### src/common/slt_defs.vh
// Purpose: Constants of the serial link transmit configuration block
// Assumes: 13-bit register address, 8-bit register data
// Notes: Included by the design file only
`ifndef SLT_DEFS_VH
`define SLT_DEFS_VH
// ****************
// Register offsets
// ****************
`define SLT_A_OUTFMT 13'h014
`define SLT_A_DRV 13'h015
`define SLT_A_LCTL 13'h142
`define SLT_A_MIR 13'h143
`define SLT_A_REP 13'h145
`define SLT_A_DEVID 13'h146
`define SLT_A_BANKID 13'h147
`define SLT_A_LANEID0 13'h148
`define SLT_A_LANEID1 13'h149
`define SLT_A_LANEID2 13'h14A
`define SLT_A_LANEID3 13'h14B
`define SLT_A_LCFG 13'h150
`define SLT_A_OPF 13'h151
`define SLT_A_FPM 13'h152
`define SLT_A_CPL 13'h153
`define SLT_A_BPS 13'h155
`define SLT_A_SOPT 13'h156
`define SLT_A_CWPF 13'h157
`define SLT_A_CHK0 13'h15A
`define SLT_A_CHK1 13'h15B
// ****************
// Field positions
// ****************
`define SLT_B_POLINV 2
`define SLT_B_SYNCINV 5
`define SLT_B_TAILPRN 6
`define SLT_B_LINKOFF 0
`define SLT_B_SCR 7
// ****************
// Reset values
// ****************
`define SLT_R_OUTFMT 8'h00
`define SLT_R_LCTL 8'h00
`define SLT_R_LCFG 8'h83
`define SLT_R_FPM 5'h1F
`define SLT_R_PRN 16'hACE1
// ****************
// Fixed link parameters and characters
// ****************
`define SLT_M_M1 8'h07
`define SLT_N_M1 5'h0D
`define SLT_NP_M1 5'h0F
`define SLT_CF 5'h00
`define SLT_K_R 8'h1C
`define SLT_K_A 8'h7C
`define SLT_K_Q 8'h9C
`define SLT_K_K 8'hBC
`define SLT_K_F 8'hFC
`define SLT_ILAS_MF 2'h3
`endif

### src/design/slt_serial_link_tx.v
// Purpose: Link layer of an eight channel serial transmitter with its configuration registers
// Assumes: Registers reached through the serial port core's internal strobes; one octet per lane per clock
// Notes: Eight converters fixed; samples arrive as offset binary, 14 bits each, channel A lowest
`timescale 1ns/10ps
`include "slt_defs.vh"
`default_nettype none
module slt_serial_link_tx (
	input wire sys_clk_in,
	input wire rst_n_in,
	input wire ce_in,
	input wire [12:0] reg_addr_in,
	input wire [7:0] reg_wdata_in,
	input wire reg_wr_in,
	input wire reg_rd_in,
	output wire [7:0] reg_rdata_out,
	input wire [111:0] sample_data_in,
	input wire sample_valid_in,
	output wire sample_ready_out,
	input wire sync_request_input_in,
	input wire [3:0] zstuff_ratio_in,
	output wire [9:0] first_serial_lane_out,
	output wire [9:0] second_serial_lane_out,
	output wire [9:0] third_serial_lane_out,
	output wire [9:0] fourth_serial_lane_out,
	output wire [3:0] lane_enable_out,
	output wire [1:0] link_state_out
);
localparam ST_OFF = 2'd0;
localparam ST_CGS = 2'd1;
localparam ST_ILAS = 2'd2;
localparam ST_DATA = 2'd3;
// ****************
// Functions
// ****************
function [5:0] t6;
	input [4:0] x;
	case (x)
	5'd0: t6 = 6'b100111; 5'd1: t6 = 6'b011101; 5'd2: t6 = 6'b101101; 5'd3: t6 = 6'b110001;
	5'd4: t6 = 6'b110101; 5'd5: t6 = 6'b101001; 5'd6: t6 = 6'b011001; 5'd7: t6 = 6'b111000;
	5'd8: t6 = 6'b111001; 5'd9: t6 = 6'b100101; 5'd10: t6 = 6'b010101; 5'd11: t6 = 6'b110100;
	5'd12: t6 = 6'b001101; 5'd13: t6 = 6'b101100; 5'd14: t6 = 6'b011100; 5'd15: t6 = 6'b010111;
	5'd16: t6 = 6'b011011; 5'd17: t6 = 6'b100011; 5'd18: t6 = 6'b010011; 5'd19: t6 = 6'b110010;
	5'd20: t6 = 6'b001011; 5'd21: t6 = 6'b101010; 5'd22: t6 = 6'b011010; 5'd23: t6 = 6'b111010;
	5'd24: t6 = 6'b110011; 5'd25: t6 = 6'b100110; 5'd26: t6 = 6'b010110; 5'd27: t6 = 6'b110110;
	5'd28: t6 = 6'b001110; 5'd29: t6 = 6'b101110; 5'd30: t6 = 6'b011110; default: t6 = 6'b101011;
	endcase
endfunction
function [3:0] t4;
	input [2:0] y;
	case (y)
	3'd0: t4 = 4'b1011; 3'd1: t4 = 4'b1001; 3'd2: t4 = 4'b0101; 3'd3: t4 = 4'b1100;
	3'd4: t4 = 4'b1101; 3'd5: t4 = 4'b1010; 3'd6: t4 = 4'b0110; default: t4 = 4'b1110;
	endcase
endfunction
// Only K28 control characters are used, so the control path forces the 6b code
function [10:0] enc;
	input [7:0] d;
	input k;
	input rd;
	reg [5:0] c6;
	reg [3:0] c4;
	reg b6, b4, bk, r1, a7;
	begin
		c6 = k ? 6'b001111 : t6(d[4:0]);
		b6 = ((c6[0] + c6[1] + c6[2] + c6[3] + c6[4] + c6[5]) == 3);
		if (rd && (!b6 || (d[4:0] == 5'd7 && !k)))
			c6 = ~c6;
		r1 = b6 ? rd : ~rd;
		a7 = (d[7:5] == 3'd7) && (k || (!r1 && (d[4:0] == 5'd17 || d[4:0] == 5'd18 || d[4:0] == 5'd20))
			|| (r1 && (d[4:0] == 5'd11 || d[4:0] == 5'd13 || d[4:0] == 5'd14)));
		c4 = a7 ? 4'b0111 : t4(d[7:5]);
		bk = (d[7:5] == 3'd1) || (d[7:5] == 3'd2) || (d[7:5] == 3'd5) || (d[7:5] == 3'd6);
		b4 = bk || (d[7:5] == 3'd3);
		if ((k && bk) ? !r1 : (r1 && (!b4 || d[7:5] == 3'd3)))
			c4 = ~c4;
		enc = {b4 ? r1 : ~r1, c6, c4};
	end
endfunction
// Self synchronising 1 + x^14 + x^15, most significant bit first
function [22:0] scr8;
	input [14:0] st;
	input [7:0] d;
	integer i;
	reg s;
	begin
		scr8 = 23'h0;
		for (i = 7; i >= 0; i = i - 1)
		begin
			s = d[i] ^ st[14] ^ st[13];
			st = {st[13:0], s};
			scr8[i] = s;
		end
		scr8[22:8] = st;
	end
endfunction
function [13:0] fmt14;
	input [13:0] s;
	input [1:0] m;
	case (m)
	2'b01: fmt14 = {~s[13], s[12:0]};
	2'b10: fmt14 = s ^ {1'b0, s[13:1]};
	default: fmt14 = s;
	endcase
endfunction
// ****************
// Registers
// ****************
reg [7:0] fmt_r, drv_r, lctl_r, mir_r, rep_r, did_r, lcfg_r, rdata_r;
reg [3:0] bid_r;
reg [19:0] lid_r;
reg [4:0] k_r;
reg sopt_r;
wire [1:0] lsel = {lcfg_r[1], lcfg_r[0] & ~lcfg_r[1]};
wire [4:0] f_m1 = 5'd15 >> lsel;
wire [1:0] ilas_mode = lctl_r[3:2];
wire lane_sync = (ilas_mode != 2'b01);
wire scr_en = lcfg_r[`SLT_B_SCR];
function [7:0] config_checksum;
	input [4:0] lane1_ident_value;
	config_checksum = did_r + bid_r + lane1_ident_value + scr_en + {lcfg_r[1], lcfg_r[0]} + f_m1 + k_r + `SLT_M_M1
		+ `SLT_N_M1 + `SLT_NP_M1 + `SLT_CF;
endfunction
function [7:0] cfg_oct;
	input [3:0] idx;
	input [4:0] lane1_ident_value;
	case (idx)
	4'd0: cfg_oct = did_r;
	4'd1: cfg_oct = {4'h0, bid_r};
	4'd2: cfg_oct = {3'h0, lane1_ident_value};
	4'd3: cfg_oct = {scr_en, 5'h0, lcfg_r[1], lcfg_r[0]};
	4'd4: cfg_oct = {3'h0, f_m1};
	4'd5: cfg_oct = {3'h0, k_r};
	4'd6: cfg_oct = `SLT_M_M1;
	4'd7: cfg_oct = {3'h0, `SLT_N_M1};
	4'd8: cfg_oct = {3'h0, `SLT_NP_M1};
	4'd9: cfg_oct = 8'h00;
	4'd10: cfg_oct = {3'h0, `SLT_CF};
	4'd13: cfg_oct = config_checksum(lane1_ident_value);
	default: cfg_oct = 8'h00;
	endcase
endfunction
always @(posedge sys_clk_in or negedge rst_n_in)
begin
	if (!rst_n_in)
	begin
		fmt_r <= `SLT_R_OUTFMT;
		drv_r <= 8'h00;
		lctl_r <= `SLT_R_LCTL;
		mir_r <= 8'h00;
		rep_r <= 8'h00;
		did_r <= 8'h00;
		bid_r <= 4'h0;
		lid_r <= 20'h0;
		lcfg_r <= `SLT_R_LCFG;
		k_r <= `SLT_R_FPM;
		sopt_r <= 1'b0;
		rdata_r <= 8'h00;
	end
	else if (ce_in)
	begin
		if (reg_wr_in)
		begin
			case (reg_addr_in)
			`SLT_A_OUTFMT: fmt_r <= reg_wdata_in;
			`SLT_A_DRV: drv_r <= reg_wdata_in;
			`SLT_A_LCTL: lctl_r <= reg_wdata_in;
			`SLT_A_MIR: mir_r <= reg_wdata_in;
			`SLT_A_REP: rep_r <= reg_wdata_in;
			`SLT_A_DEVID: did_r <= reg_wdata_in;
			`SLT_A_BANKID: bid_r <= reg_wdata_in[3:0];
			`SLT_A_LANEID0: lid_r[4:0] <= reg_wdata_in[4:0];
			`SLT_A_LANEID1: lid_r[9:5] <= reg_wdata_in[4:0];
			`SLT_A_LANEID2: lid_r[14:10] <= reg_wdata_in[4:0];
			`SLT_A_LANEID3: lid_r[19:15] <= reg_wdata_in[4:0];
			`SLT_A_LCFG: lcfg_r <= reg_wdata_in;
			`SLT_A_FPM: k_r <= reg_wdata_in[4:0];
			`SLT_A_SOPT: sopt_r <= reg_wdata_in[`SLT_B_SYNCINV];
			default: ;
			endcase
		end
		if (reg_rd_in)
		begin
			case (reg_addr_in)
			`SLT_A_OUTFMT: rdata_r <= fmt_r;
			`SLT_A_DRV: rdata_r <= drv_r;
			`SLT_A_LCTL: rdata_r <= lctl_r;
			`SLT_A_MIR: rdata_r <= mir_r;
			`SLT_A_REP: rdata_r <= rep_r;
			`SLT_A_DEVID: rdata_r <= did_r;
			`SLT_A_BANKID: rdata_r <= {4'h0, bid_r};
			`SLT_A_LANEID0: rdata_r <= {3'h0, lid_r[4:0]};
			`SLT_A_LANEID1: rdata_r <= {3'h0, lid_r[9:5]};
			`SLT_A_LANEID2: rdata_r <= {3'h0, lid_r[14:10]};
			`SLT_A_LANEID3: rdata_r <= {3'h0, lid_r[19:15]};
			`SLT_A_LCFG: rdata_r <= lcfg_r;
			`SLT_A_OPF: rdata_r <= {3'h0, f_m1};
			`SLT_A_FPM: rdata_r <= {3'h0, k_r};
			`SLT_A_CPL: rdata_r <= `SLT_M_M1;
			`SLT_A_BPS: rdata_r <= {3'h0, `SLT_NP_M1};
			`SLT_A_SOPT: rdata_r <= {2'b00, sopt_r, 5'h00};
			`SLT_A_CWPF: rdata_r <= {3'h0, `SLT_CF};
			`SLT_A_CHK0: rdata_r <= config_checksum(lid_r[4:0]);
			`SLT_A_CHK1: rdata_r <= config_checksum(lid_r[9:5]);
			default: rdata_r <= 8'h00;
			endcase
		end
	end
end
assign reg_rdata_out = rdata_r;
// ****************
// Two-entry sample buffer
// ****************
reg [111:0] b0_r, b1_r, b0_nxt, b1_nxt;
reg [1:0] cnt_r, cnt_nxt;
reg rdy_r;
reg pop_w;
wire push_w = sample_valid_in & rdy_r;
always @*
begin
	b0_nxt = b0_r;
	b1_nxt = b1_r;
	cnt_nxt = cnt_r;
	case ({push_w, pop_w})
	2'b10:
	begin
		if (cnt_r == 2'd0)
			b0_nxt = sample_data_in;
		else
			b1_nxt = sample_data_in;
		cnt_nxt = cnt_r + 2'd1;
	end
	2'b01:
	begin
		b0_nxt = b1_r;
		cnt_nxt = cnt_r - 2'd1;
	end
	2'b11:
	begin
		b0_nxt = (cnt_r == 2'd1) ? sample_data_in : b1_r;
		b1_nxt = sample_data_in;
	end
	default: ;
	endcase
end
// ****************
// Link sequencing
// ****************
reg [1:0] st_r, mf_r;
reg [4:0] oct_r, fr_r;
reg [9:0] mfo_r;
reg [7:0] rc_r;
reg [3:0] zs_r;
reg [15:0] prn_r;
reg [111:0] cur_r;
reg [39:0] sym_r, sym_nxt;
reg [3:0] rd_r, rd_nxt, act_nxt, act_r;
reg [59:0] scr_r, scr_nxt;
reg [31:0] prev_r, prev_nxt;
wire sync_req = sync_request_input_in ^ ~sopt_r;
wire oct_last = (oct_r == f_m1);
wire mf_end = oct_last && (fr_r == k_r);
wire link_off = lctl_r[`SLT_B_LINKOFF];
wire [111:0] samp_w = (oct_r == 5'd0) ? (pop_w ? b0_r : 112'h0) : cur_r;
integer p, ch;
reg [1:0] g;
reg [15:0] w;
reg [7:0] o;
reg kf;
reg [22:0] sr;
reg [10:0] e;
reg [9:0] s10;
always @*
begin
	pop_w = (st_r == ST_DATA) && (oct_r == 5'd0) && (zs_r == 4'd0) && (cnt_r != 2'd0);
	sym_nxt = sym_r;
	rd_nxt = rd_r;
	scr_nxt = scr_r;
	prev_nxt = prev_r;
	act_nxt = 4'h0;
	g = 2'd0;
	w = 16'h0;
	o = 8'h0;
	kf = 1'b0;
	sr = 23'h0;
	e = 11'h0;
	s10 = 10'h0;
	ch = 0;
	for (p = 0; p < 4; p = p + 1)
	begin
		act_nxt[p] = (st_r != ST_OFF) && ((lsel == 2'd2) || (p == 0) || (lsel == 2'd1 && p == 2));
		g = (lsel == 2'd1) ? p[2:1] : p[1:0];
		ch = ({3'd0, g} << (3 - lsel)) + (oct_r >> 1);
		// Idle lanes fold back into range; their symbols are discarded anyway
		ch = ch & 7;
		w = {fmt14(samp_w[ch * 14 +: 14], fmt_r[1:0]), lctl_r[`SLT_B_TAILPRN] ? prn_r[2 * ch +: 2] : 2'b00};
		o = oct_r[0] ? w[7:0] : w[15:8];
		kf = 1'b0;
		case (st_r)
		ST_CGS:
		begin
			o = `SLT_K_K;
			kf = 1'b1;
		end
		ST_ILAS:
		begin
			o = mfo_r[7:0];
			kf = 1'b0;
			if (mfo_r == 10'd0)
			begin
				o = `SLT_K_R;
				kf = 1'b1;
			end
			else if (mf_end)
			begin
				o = `SLT_K_A;
				kf = 1'b1;
			end
			else if (mf_r == 2'd1 && mfo_r == 10'd1)
			begin
				o = `SLT_K_Q;
				kf = 1'b1;
			end
			else if (mf_r == 2'd1 && mfo_r < 10'd16)
				o = cfg_oct(mfo_r[3:0] - 4'd2, lid_r[p * 5 +: 5]);
		end
		ST_DATA:
		begin
			if (scr_en)
			begin
				sr = scr8(scr_r[p * 15 +: 15], o);
				scr_nxt[p * 15 +: 15] = sr[22:8];
				o = sr[7:0];
			end
			if (oct_last)
			begin
				prev_nxt[p * 8 +: 8] = o;
				if (!scr_en && o == prev_r[p * 8 +: 8])
				begin
					o = (mf_end && lane_sync) ? `SLT_K_A : `SLT_K_F;
					kf = 1'b1;
				end
				else if (scr_en && mf_end && lane_sync && o == `SLT_K_A)
					kf = 1'b1;
				else if (scr_en && (!mf_end || !lane_sync) && o == `SLT_K_F)
					kf = 1'b1;
			end
		end
		default: ;
		endcase
		e = enc(o, kf, rd_r[p]);
		s10 = e[9:0] ^ {10{fmt_r[`SLT_B_POLINV]}};
		if (mir_r[0])
			s10 = {s10[0], s10[1], s10[2], s10[3], s10[4], s10[5], s10[6], s10[7], s10[8], s10[9]};
		if (act_nxt[p] && st_r != ST_OFF)
		begin
			sym_nxt[p * 10 +: 10] = s10;
			rd_nxt[p] = e[10];
		end
		else
		begin
			sym_nxt[p * 10 +: 10] = 10'h000;
			rd_nxt[p] = 1'b0;
		end
		if (st_r != ST_DATA)
			scr_nxt[p * 15 +: 15] = 15'h0;
	end
end
always @(posedge sys_clk_in or negedge rst_n_in)
begin
	if (!rst_n_in)
	begin
		st_r <= ST_OFF;
		mf_r <= 2'd0;
		oct_r <= 5'd0;
		fr_r <= 5'd0;
		mfo_r <= 10'd0;
		rc_r <= 8'd0;
		zs_r <= 4'd0;
		prn_r <= `SLT_R_PRN;
		cur_r <= 112'h0;
		sym_r <= 40'h0;
		rd_r <= 4'h0;
		act_r <= 4'h0;
		scr_r <= 60'h0;
		prev_r <= 32'h0;
		b0_r <= 112'h0;
		b1_r <= 112'h0;
		cnt_r <= 2'd0;
		rdy_r <= 1'b0;
	end
	else if (ce_in)
	begin
		b0_r <= b0_nxt;
		b1_r <= b1_nxt;
		cnt_r <= cnt_nxt;
		rdy_r <= (cnt_nxt != 2'd2);
		sym_r <= sym_nxt;
		rd_r <= rd_nxt;
		act_r <= act_nxt;
		scr_r <= scr_nxt;
		prev_r <= prev_nxt;
		if (oct_r == 5'd0)
			cur_r <= samp_w;
		// Frame counters run free so the multiframe boundary stays fixed across phases
		oct_r <= oct_last ? 5'd0 : oct_r + 5'd1;
		mfo_r <= mf_end ? 10'd0 : mfo_r + 10'd1;
		if (oct_last)
		begin
			fr_r <= (fr_r == k_r) ? 5'd0 : fr_r + 5'd1;
			prn_r <= {prn_r[14:0], prn_r[15] ^ prn_r[13] ^ prn_r[12] ^ prn_r[10]};
			if (st_r == ST_DATA)
				zs_r <= (zs_r >= zstuff_ratio_in) ? 4'd0 : zs_r + 4'd1;
		end
		if (link_off)
		begin
			st_r <= ST_OFF;
			oct_r <= 5'd0;
			fr_r <= 5'd0;
			mfo_r <= 10'd0;
			zs_r <= 4'd0;
		end
		else
		begin
			case (st_r)
			ST_OFF: st_r <= ST_CGS;
			ST_CGS:
			begin
				if (!sync_req && mf_end)
				begin
					st_r <= (ilas_mode == 2'b01) ? ST_DATA : ST_ILAS;
					mf_r <= 2'd0;
					rc_r <= 8'd0;
					zs_r <= 4'd0;
				end
			end
			ST_ILAS:
			begin
				if (sync_req)
					st_r <= ST_CGS;
				else if (mf_end)
				begin
					mf_r <= mf_r + 2'd1;
					if (mf_r == `SLT_ILAS_MF)
					begin
						if (ilas_mode == 2'b10)
							st_r <= ST_ILAS;
						else if (ilas_mode == 2'b11 && rc_r < rep_r)
							rc_r <= rc_r + 8'd1;
						else
							st_r <= ST_DATA;
					end
				end
			end
			ST_DATA:
			begin
				if (sync_req)
					st_r <= ST_CGS;
			end
			default: st_r <= ST_OFF;
			endcase
		end
	end
end
assign sample_ready_out = rdy_r;
assign first_serial_lane_out = sym_r[9:0];
assign second_serial_lane_out = sym_r[19:10];
assign third_serial_lane_out = sym_r[29:20];
assign fourth_serial_lane_out = sym_r[39:30];
assign lane_enable_out = act_r;
assign link_state_out = st_r;
endmodule
`default_nettype wire

### config.mk
export PLATFORM = sky130hd
export DESIGN_NAME = slt_serial_link_tx
export DESIGN_NICKNAME = d
export VERILOG_FILES = /design/src/design/slt_serial_link_tx.v
export VERILOG_INCLUDE_DIRS = /design/src /design/src/common
export SDC_FILE = /design/constraint.sdc
export NUM_CORES = 2
export LEC_CHECK = 0
export ABC_AREA = 1
export BUFFER_PORTS_ARGS = -buffer_cell sky130_fd_sc_hd__buf_2
export CORE_MARGIN = 1
export CORE_UTILIZATION = 55
export DETAILED_ROUTE_END_ITERATION = 12
export PLACE_DENSITY = 0.72
export REMOVE_ABC_BUFFERS = 1
export SYNTH_ARGS = -nofsm -noshare
export SYNTH_HDL_FRONTEND = slang
export SYNTH_SLANG_ARGS = --single-unit
### constraint.sdc
create_clock -name sys_clk_in -period 22.5 [get_ports sys_clk_in]
set_clock_uncertainty 0.1 [all_clocks]
set_input_delay 1.125 -clock sys_clk_in [delete_from_list [all_inputs] [get_ports sys_clk_in]]
set_output_delay 1.125 -clock sys_clk_in [all_outputs]
set_load 0.005 [all_outputs]
=== Word-level counts from Yosys, hierarchy flattened ===
Memories as Yosys holds them, arrays and structs flattened.
Cells that the tools add are included.

* $add $sub $neg: 67
* Multiply operators: 4
* $lt $le $gt $ge: 3
* Equality and inequality tests: 135
* Shifts and indexed selects: 13
* Muxes and demuxes: 178
* Bitwise operators: 101
* Reduce and logical (&&, ||, !) cells: 169

{| class="wikitable"
|+ Operators with widths
! operator !! number
|-
| $mux W112 || 5
|-
| $shiftx A112 B8 Y14 || 4
|-
| $mux W8 || 43
|-
| $pmux W112 S3 || 1
|-
| $pmux W8 S10 || 4
|-
| $pmux W112 S2 || 1
|-
| $eq A13 B9 Y1 const B || 17
|-
| $mux W15 || 12
|-
| $pmux W8 S19 || 1
|-
| $pmux W14 S2 || 4
|-
| $pmux W4 S7 || 4
|-
| $mux W10 || 10
|-
| $add A8 B5 Y8 || 12
|-
| $pmux W8 S3 || 4
|-
| $xor A1 B1 Y1 || 68
|-
| $add A8 B4 Y8 const B || 8
|-
| $shiftx A16 B5 Y2 || 4
|-
| $shl A2 B32 Y3 || 2
|-
| $eq A5 B4 Y1 const B || 12
|-
| $eq A5 B5 Y1 const B || 12
|-
| $logic_and A1 B1 Y1 || 56
|-
| $mux W4 || 14
|-
| $xor A14 B13 Y14 || 4
|-
| $reduce_and A3 Y1 || 18
|-
| 72 further kinds || 350
|}

* Register bits after elaboration: 625
* ROM bits: 768
* Memories kept: 4

{| class="wikitable"
|+ Memory list
! memory !! depth !! bits a word !! read ports !! clocked after memory_dff !! wr ports !! RTL line !! RTL
|-
| (name not given) || 32 || 6 || 1 || 0 || 0 || slt_serial_link_tx.v:37 || <nowiki>case (x)</nowiki>
|-
| (name not given) || 32 || 6 || 1 || 0 || 0 || slt_serial_link_tx.v:37 ||
|-
| (name not given) || 32 || 6 || 1 || 0 || 0 || slt_serial_link_tx.v:37 ||
|-
| (name not given) || 32 || 6 || 1 || 0 || 0 || slt_serial_link_tx.v:37 ||
|}

=== Depth between registers and ports, before layout ===
* Depth in word-level cells: 41
* Gate-level depth with buffers: 64
* Mapped depth without buffers: 60

=== Least setup slack after synthesis ===
No wires, ideal clock.

* Path kind: register to register
* Start point: register oct_r[1]
* End point: register sym_r[10]
* Setup time: 0.116 ns
* Data arrival time: 7.323 ns
* Data required time: 22.284 ns
* Setup slack: 14.960 ns
* Stages on the path, launching flop included: 57
* Cell sequence: dfrtp_1 > inv_2 > clkbuf_1 > buf_2 > ha_1 > nand2_1 > nor2_8 > buf_8 > buf_6 > nand3_2 > nand3_1 > nand3_1 > nand2_1 > nand2_1 > nand2_1 > inv_2 > nand2_1 > nand2_1 > (+21 left out) > fa_1 > inv_1 > ha_1 > inv_1 > fa_1 > o21ai_0 > nand2_1 > inv_1 > nor2_1 > nand3b_1 > nand3_1 > nand2_1 > inv_2 > nand2_1 > nand2_1 > nand2_1 > nand2_1 > nand2_1

* Longest elaborated chain between the ends: 40

{| class="wikitable"
|+ RTL lines
! item !! RTL line !! RTL
|-
| start, declared || slt_serial_link_tx.v:249 || <nowiki>reg [4:0] oct_r, fr_r;</nowiki>
|-
| start signal, assigned || slt_serial_link_tx.v:405 || <nowiki>oct_r <= oct_last ? 5'd0 : oct_r + 5'd1;</nowiki>
|-
| parallel branches: the longest is 37 deep, another holds $mul A3 B3 Y6 || - ||
|-
| $xor A10 B10 Y10 (*) || slt_serial_link_tx.v:351 || <nowiki>s10 = e[9:0] ^ {10{fmt_r[`SLT_B_POLINV]}};</nowiki>
|-
| $mux W10 (*) || slt_serial_link_tx.v:352 || <nowiki>if (mir_r[0])</nowiki>
|-
| $mux W10 (*) || slt_serial_link_tx.v:354 || <nowiki>if (act_nxt[p] && st_r != ST_OFF)</nowiki>
|-
| end signal, assigned || slt_serial_link_tx.v:397 || <nowiki>sym_r <= sym_nxt;</nowiki>
|-
| end, declared || slt_serial_link_tx.v:255 || <nowiki>reg [39:0] sym_r, sym_nxt;</nowiki>
|}

Every way passes the cells marked *. The select of a mux whose other input is x is not followed.
A chain may end at the register's enable or synchronous reset.

=== Final worst setup path ===
* Start point: register oct_r[0]
* End point: register sym_r[33]

* Longest elaborated chain between the ends: 40

{| class="wikitable"
|+ RTL lines
! item !! RTL line
|-
| parallel branches: the longest is 37 deep, another holds $mux W112 || -
|-
| $xor A10 B10 Y10 (*) || slt_serial_link_tx.v:351
|-
| $mux W10 (*) || slt_serial_link_tx.v:352
|-
| $mux W10 (*) || slt_serial_link_tx.v:354
|}

Marks and branches as above.

==> parameters.txt <==
Parameter                              Value

Job
  MaxCap Viol Count    0

Clocking
  CTS Buf Count    74
  Clock Tree Root    sky130_fd_sc_hd__clkbuf_16
  # hold bufs at CTS    0
  Bufs on Longest Clock Path    3
  Clock edge transition at the registers on the reported setup and hold paths    roughly 0.06 ns
  Clock tree sinks    624
  Post-cts gate resize count    0
  Total setup buffers inserted after CTS    0
  Clock tree from TritonCTS    yes
  H-tree level count    3
  Clock latency on the worst-skew pair    ~0.65 ns

Worst setup path
  Number of cells on the worst reg-to-reg path    53
  Critical path's slowest cell    sky130_fd_sc_hd__buf_4
  Critical path data required time    roughly 23 ns
  Worst reg2reg startpoint    oct_r[0]
  Critical-path maximum fanout    70
  Kind of launch point of the worst setup path    register
  Kind of critical path    register to register
  Slowest stage delay, CP    about 0.7 ns
  Most common cell on crit path    sky130_fd_sc_hd__nand2_1
  FF-to-FF End    sym_r[33]
  Category of the worst setup path capture point    register
  Data arrival, critical path    between 10 and 15 ns
  Setup slack of the worst register-to-register path    around 12 ns

STA
  Highest clock frequency the design can meet    between 0.09 and 0.1 GHz
  Fin crit period    10.16 ns
  Count of final setup violators    0
  Final Hold Fails    0
  WHS    0.372 ns
  Slew @ Worst Pin    about 1.2 ns
  Unrepaired setup endpoints after global routing    no
  Period utilization    0.451
  Number of pins with negative max-slew slack in the final report    0
  Setup Total Neg Slack    0 ns
  Remaining max-slew budget at the tightest pin    0.165

Yosys
  Post-Syn Area    between 40,000 and 50,000 um2
  Flip-flop and latch count after synthesis    around 620
  Top FF cell, synth    sky130_fd_sc_hd__dfrtp_1
  Post-synthesis instance total    roughly 6.3k
  Share of async-settable or async-resettable flops after synthesis    1.00
  Count of different cell masters after synthesis    between 70 and 80
  Post-synthesis area per instance    7.04 um2
  Yosys warning count    0
  Sequential share of the synthesized area    0.355
  Number of enable-type register cells in the synthesized netlist    0

Min path
  Endpoint of the worst hold-timing path    sym_r[7]
  Start point of the worst hold path    sym_r[7]
  Kind of path behind the tightest hold check    register to register
  Hold Path Cell Cnt    2

Route
  Remaining design rule violation count    0
  Number of DRC markers in iteration 0    4,761
  Final wirelength    between 100,000 and 150,000 um
  Wire length per cell after detailed routing    18.7 um
  Number of nets with antenna violations after detailed routing    0
  Total number of vias    approximately 43k
  TritonRoute pass-1 iters    9
  Vias per Instance    slightly below 6

Layout
  Synthesis-to-layout area growth    9.07%
  Fraction of final layout cells with drive strength greater than 1    0.101
  Net count reported at finish    roughly 6.6k
  Most common library cell in the layout ignoring fill and taps    sky130_fd_sc_hd__nand2_1
  Most frequent cells in the layout    1,867 x sky130_fd_sc_hd__nand2_1, 870 x sky130_fd_sc_hd__nand3_1, 725 x sky130_fd_sc_hd__o21ai_0
  Layout Utilization    0.608
  Diode insertion count for antenna repair    0
  FILL cells    7,377

Place
  Post-DP HPWL    roughly 100,000 um
  Gpl congestion    between 1 and 1.5
  Count of buffers inserted at the top-level ports    a little under 200

Die
  Top-level I/O count    roughly 200
  Total core area    between 70,000 and 80,000 um2
  Die Span Y    approximately 290 um
  Number of core rows    ~100
  Die outline area    81,300 um2
  Starting density of the core    0.557
  Horiz. Die Dim    285 um

Global routing
  Overall track demand over capacity in global routing    0.340
  Grt ovf    0
  Number of global-route vias before repair    slightly above 40k
  Number of antenna violations at the first check in global routing    3
  First-pass GRT wire length    around 220,000 um
  Maximum number of pins on one net before global-route repair    between 200 and 250

Power and ir drop
  Ratio of total power to cell area    between 150 and 200 nW/um2
  Leakage power    24.2 nW
  Maximum ir drop on the vdd rail    153 uV

Outcome
  Run status    complete, no violations
[cell type report]
class / instances / area [um2] / area share
well taps: 1050 / 1310 / 0.0273
multi-input cells: 4624 / 24400 / 0.509
clock buffers: 107 / 2190 / 0.0455
flip-flops and latches: 624 / 15600 / 0.325
inverters: 723 / 2720 / 0.0566
clock inverters: 31 / 372 / 0.00773
repair buffers: 248 / 1400 / 0.0291
[metal layers]
layer / up-vias / GRT usage / share of wire
met1: 20400 / 0.481 / 0.43
met4: 2 / 0.0975 / 0.030
met5: - / 0 / 0.00038
met3: 299 / 0.0599 / 0.088
met2: 1833 / 0.533 / 0.45
li1: 20600 / - / -
[synthesized netlist by cell type (20+ instances only)]
cell,count,area share
sky130_fd_sc_hd__o21ai_0,725,0.082
sky130_fd_sc_hd__nor3_1,29,0.0033
sky130_fd_sc_hd__nor2_1,227,0.019
sky130_fd_sc_hd__buf_2,46,0.0052
sky130_fd_sc_hd__dfrtp_1,608,0.35
sky130_fd_sc_hd__xor2_1,59,0.012
sky130_fd_sc_hd__o211ai_1,29,0.0049
sky130_fd_sc_hd__ha_1,142,0.040
sky130_fd_sc_hd__nand3_1,870,0.099
sky130_fd_sc_hd__o21ai_1,30,0.0034
sky130_fd_sc_hd__nand2_1,1868,0.16
sky130_fd_sc_hd__clkbuf_1,201,0.017
sky130_fd_sc_hd__nand3b_1,20,0.0034
sky130_fd_sc_hd__mux2_2,113,0.029
sky130_fd_sc_hd__a21oi_1,117,0.013
sky130_fd_sc_hd__fa_1,54,0.025
sky130_fd_sc_hd__nand2_2,32,0.0045
sky130_fd_sc_hd__o22ai_1,74,0.011
sky130_fd_sc_hd__buf_1,22,0.0019
sky130_fd_sc_hd__inv_2,25,0.0021
sky130_fd_sc_hd__nand3_2,24,0.0054
sky130_fd_sc_hd__inv_1,686,0.058
sky130_fd_sc_hd__xnor2_1,25,0.0050
[worst max-delay path: cells and delay by family (launching register included)]
| kind | cells | cell delay [ns] |
|---|---|---|
| adders and majority gates | 6 | 2.26 |
| AOI/OAI and AO/OA | 4 | 0.76 |
| buffers and inverters | 12 | 2.73 |
| DFF | 1 | 0.32 |
| and+or+nand+nor | 31 | 3.72 |
[where the power goes]
group          switching [W]  internal, W
combinational        0.00346      0.00160
clock               0.000522     0.000731
sequential          0.000227      0.00149
total                0.00421      0.00383
[flip-flops by register name, summed over array words and instances, names as in the netlist, 10 cells and up, named ones only]
register and cells:
mfo_r 10, prn_r 16, scr_r 60, sym_r 40, b1_r 112, prev_r 32
b0_r 112, lid_r 20, cur_r 104
[worst max-delay path by stage]
| stage | from | to | slack [ns] | cells after the start |
|---|---|---|---|---|
| 2_1_floorplan | link_state_out[0] | b1_r[0] | 11.55 | 7 |
| 3_3_place_gp | oct_r[0] | sym_r[39] | 12.79 | 56 |
| 6_report | oct_r[0] | sym_r[33] | 12.34 | 53 |
| 5_1_grt | oct_r[0] | sym_r[38] | 11.41 | 52 |
| 3_5_place_dp | oct_r[0] | sym_r[36] | 12.56 | 53 |
| 4_1_cts | oct_r[0] | sym_r[37] | 12.52 | 54 |
[metrics by stage]
stage / instance area (um2) / setup WS (ns) / std cells / power, W
floorplan: 42700 / 11.55 / 5971 / 0.00537
global placement: 45500 / 12.79 / 7269 / 0.00657
global route: 48100 / 11.41 / 7407 / 0.00882
finish: 48100 / 12.34 / 7407 / 0.00804
detailed placement: 45500 / 12.56 / 7269 / 0.00668
CTS: 48100 / 12.52 / 7407 / 0.00796
[logic make-up (layout without fill, tap and decap cells)]
| logic type | after synthesis | in the layout | synth area share |
|---|---|---|---|
| adders and majority gates | 196 | 196 | 0.0648 |
| AOI/OAI and AO/OA | 1077 | 1077 | 0.134 |
| buffers and inverters | 1022 | 1109 | 0.0925 |
| DFF | 624 | 624 | 0.355 |
| xor gates and xnor gates | 87 | 87 | 0.0181 |
| other | 2 | 6 | 0.000170 |
| muxes | 115 | 115 | 0.0293 |
| and+or+nand+nor | 3143 | 3143 | 0.306 |
Note: power is estimated with default switching activity, not from simulation.
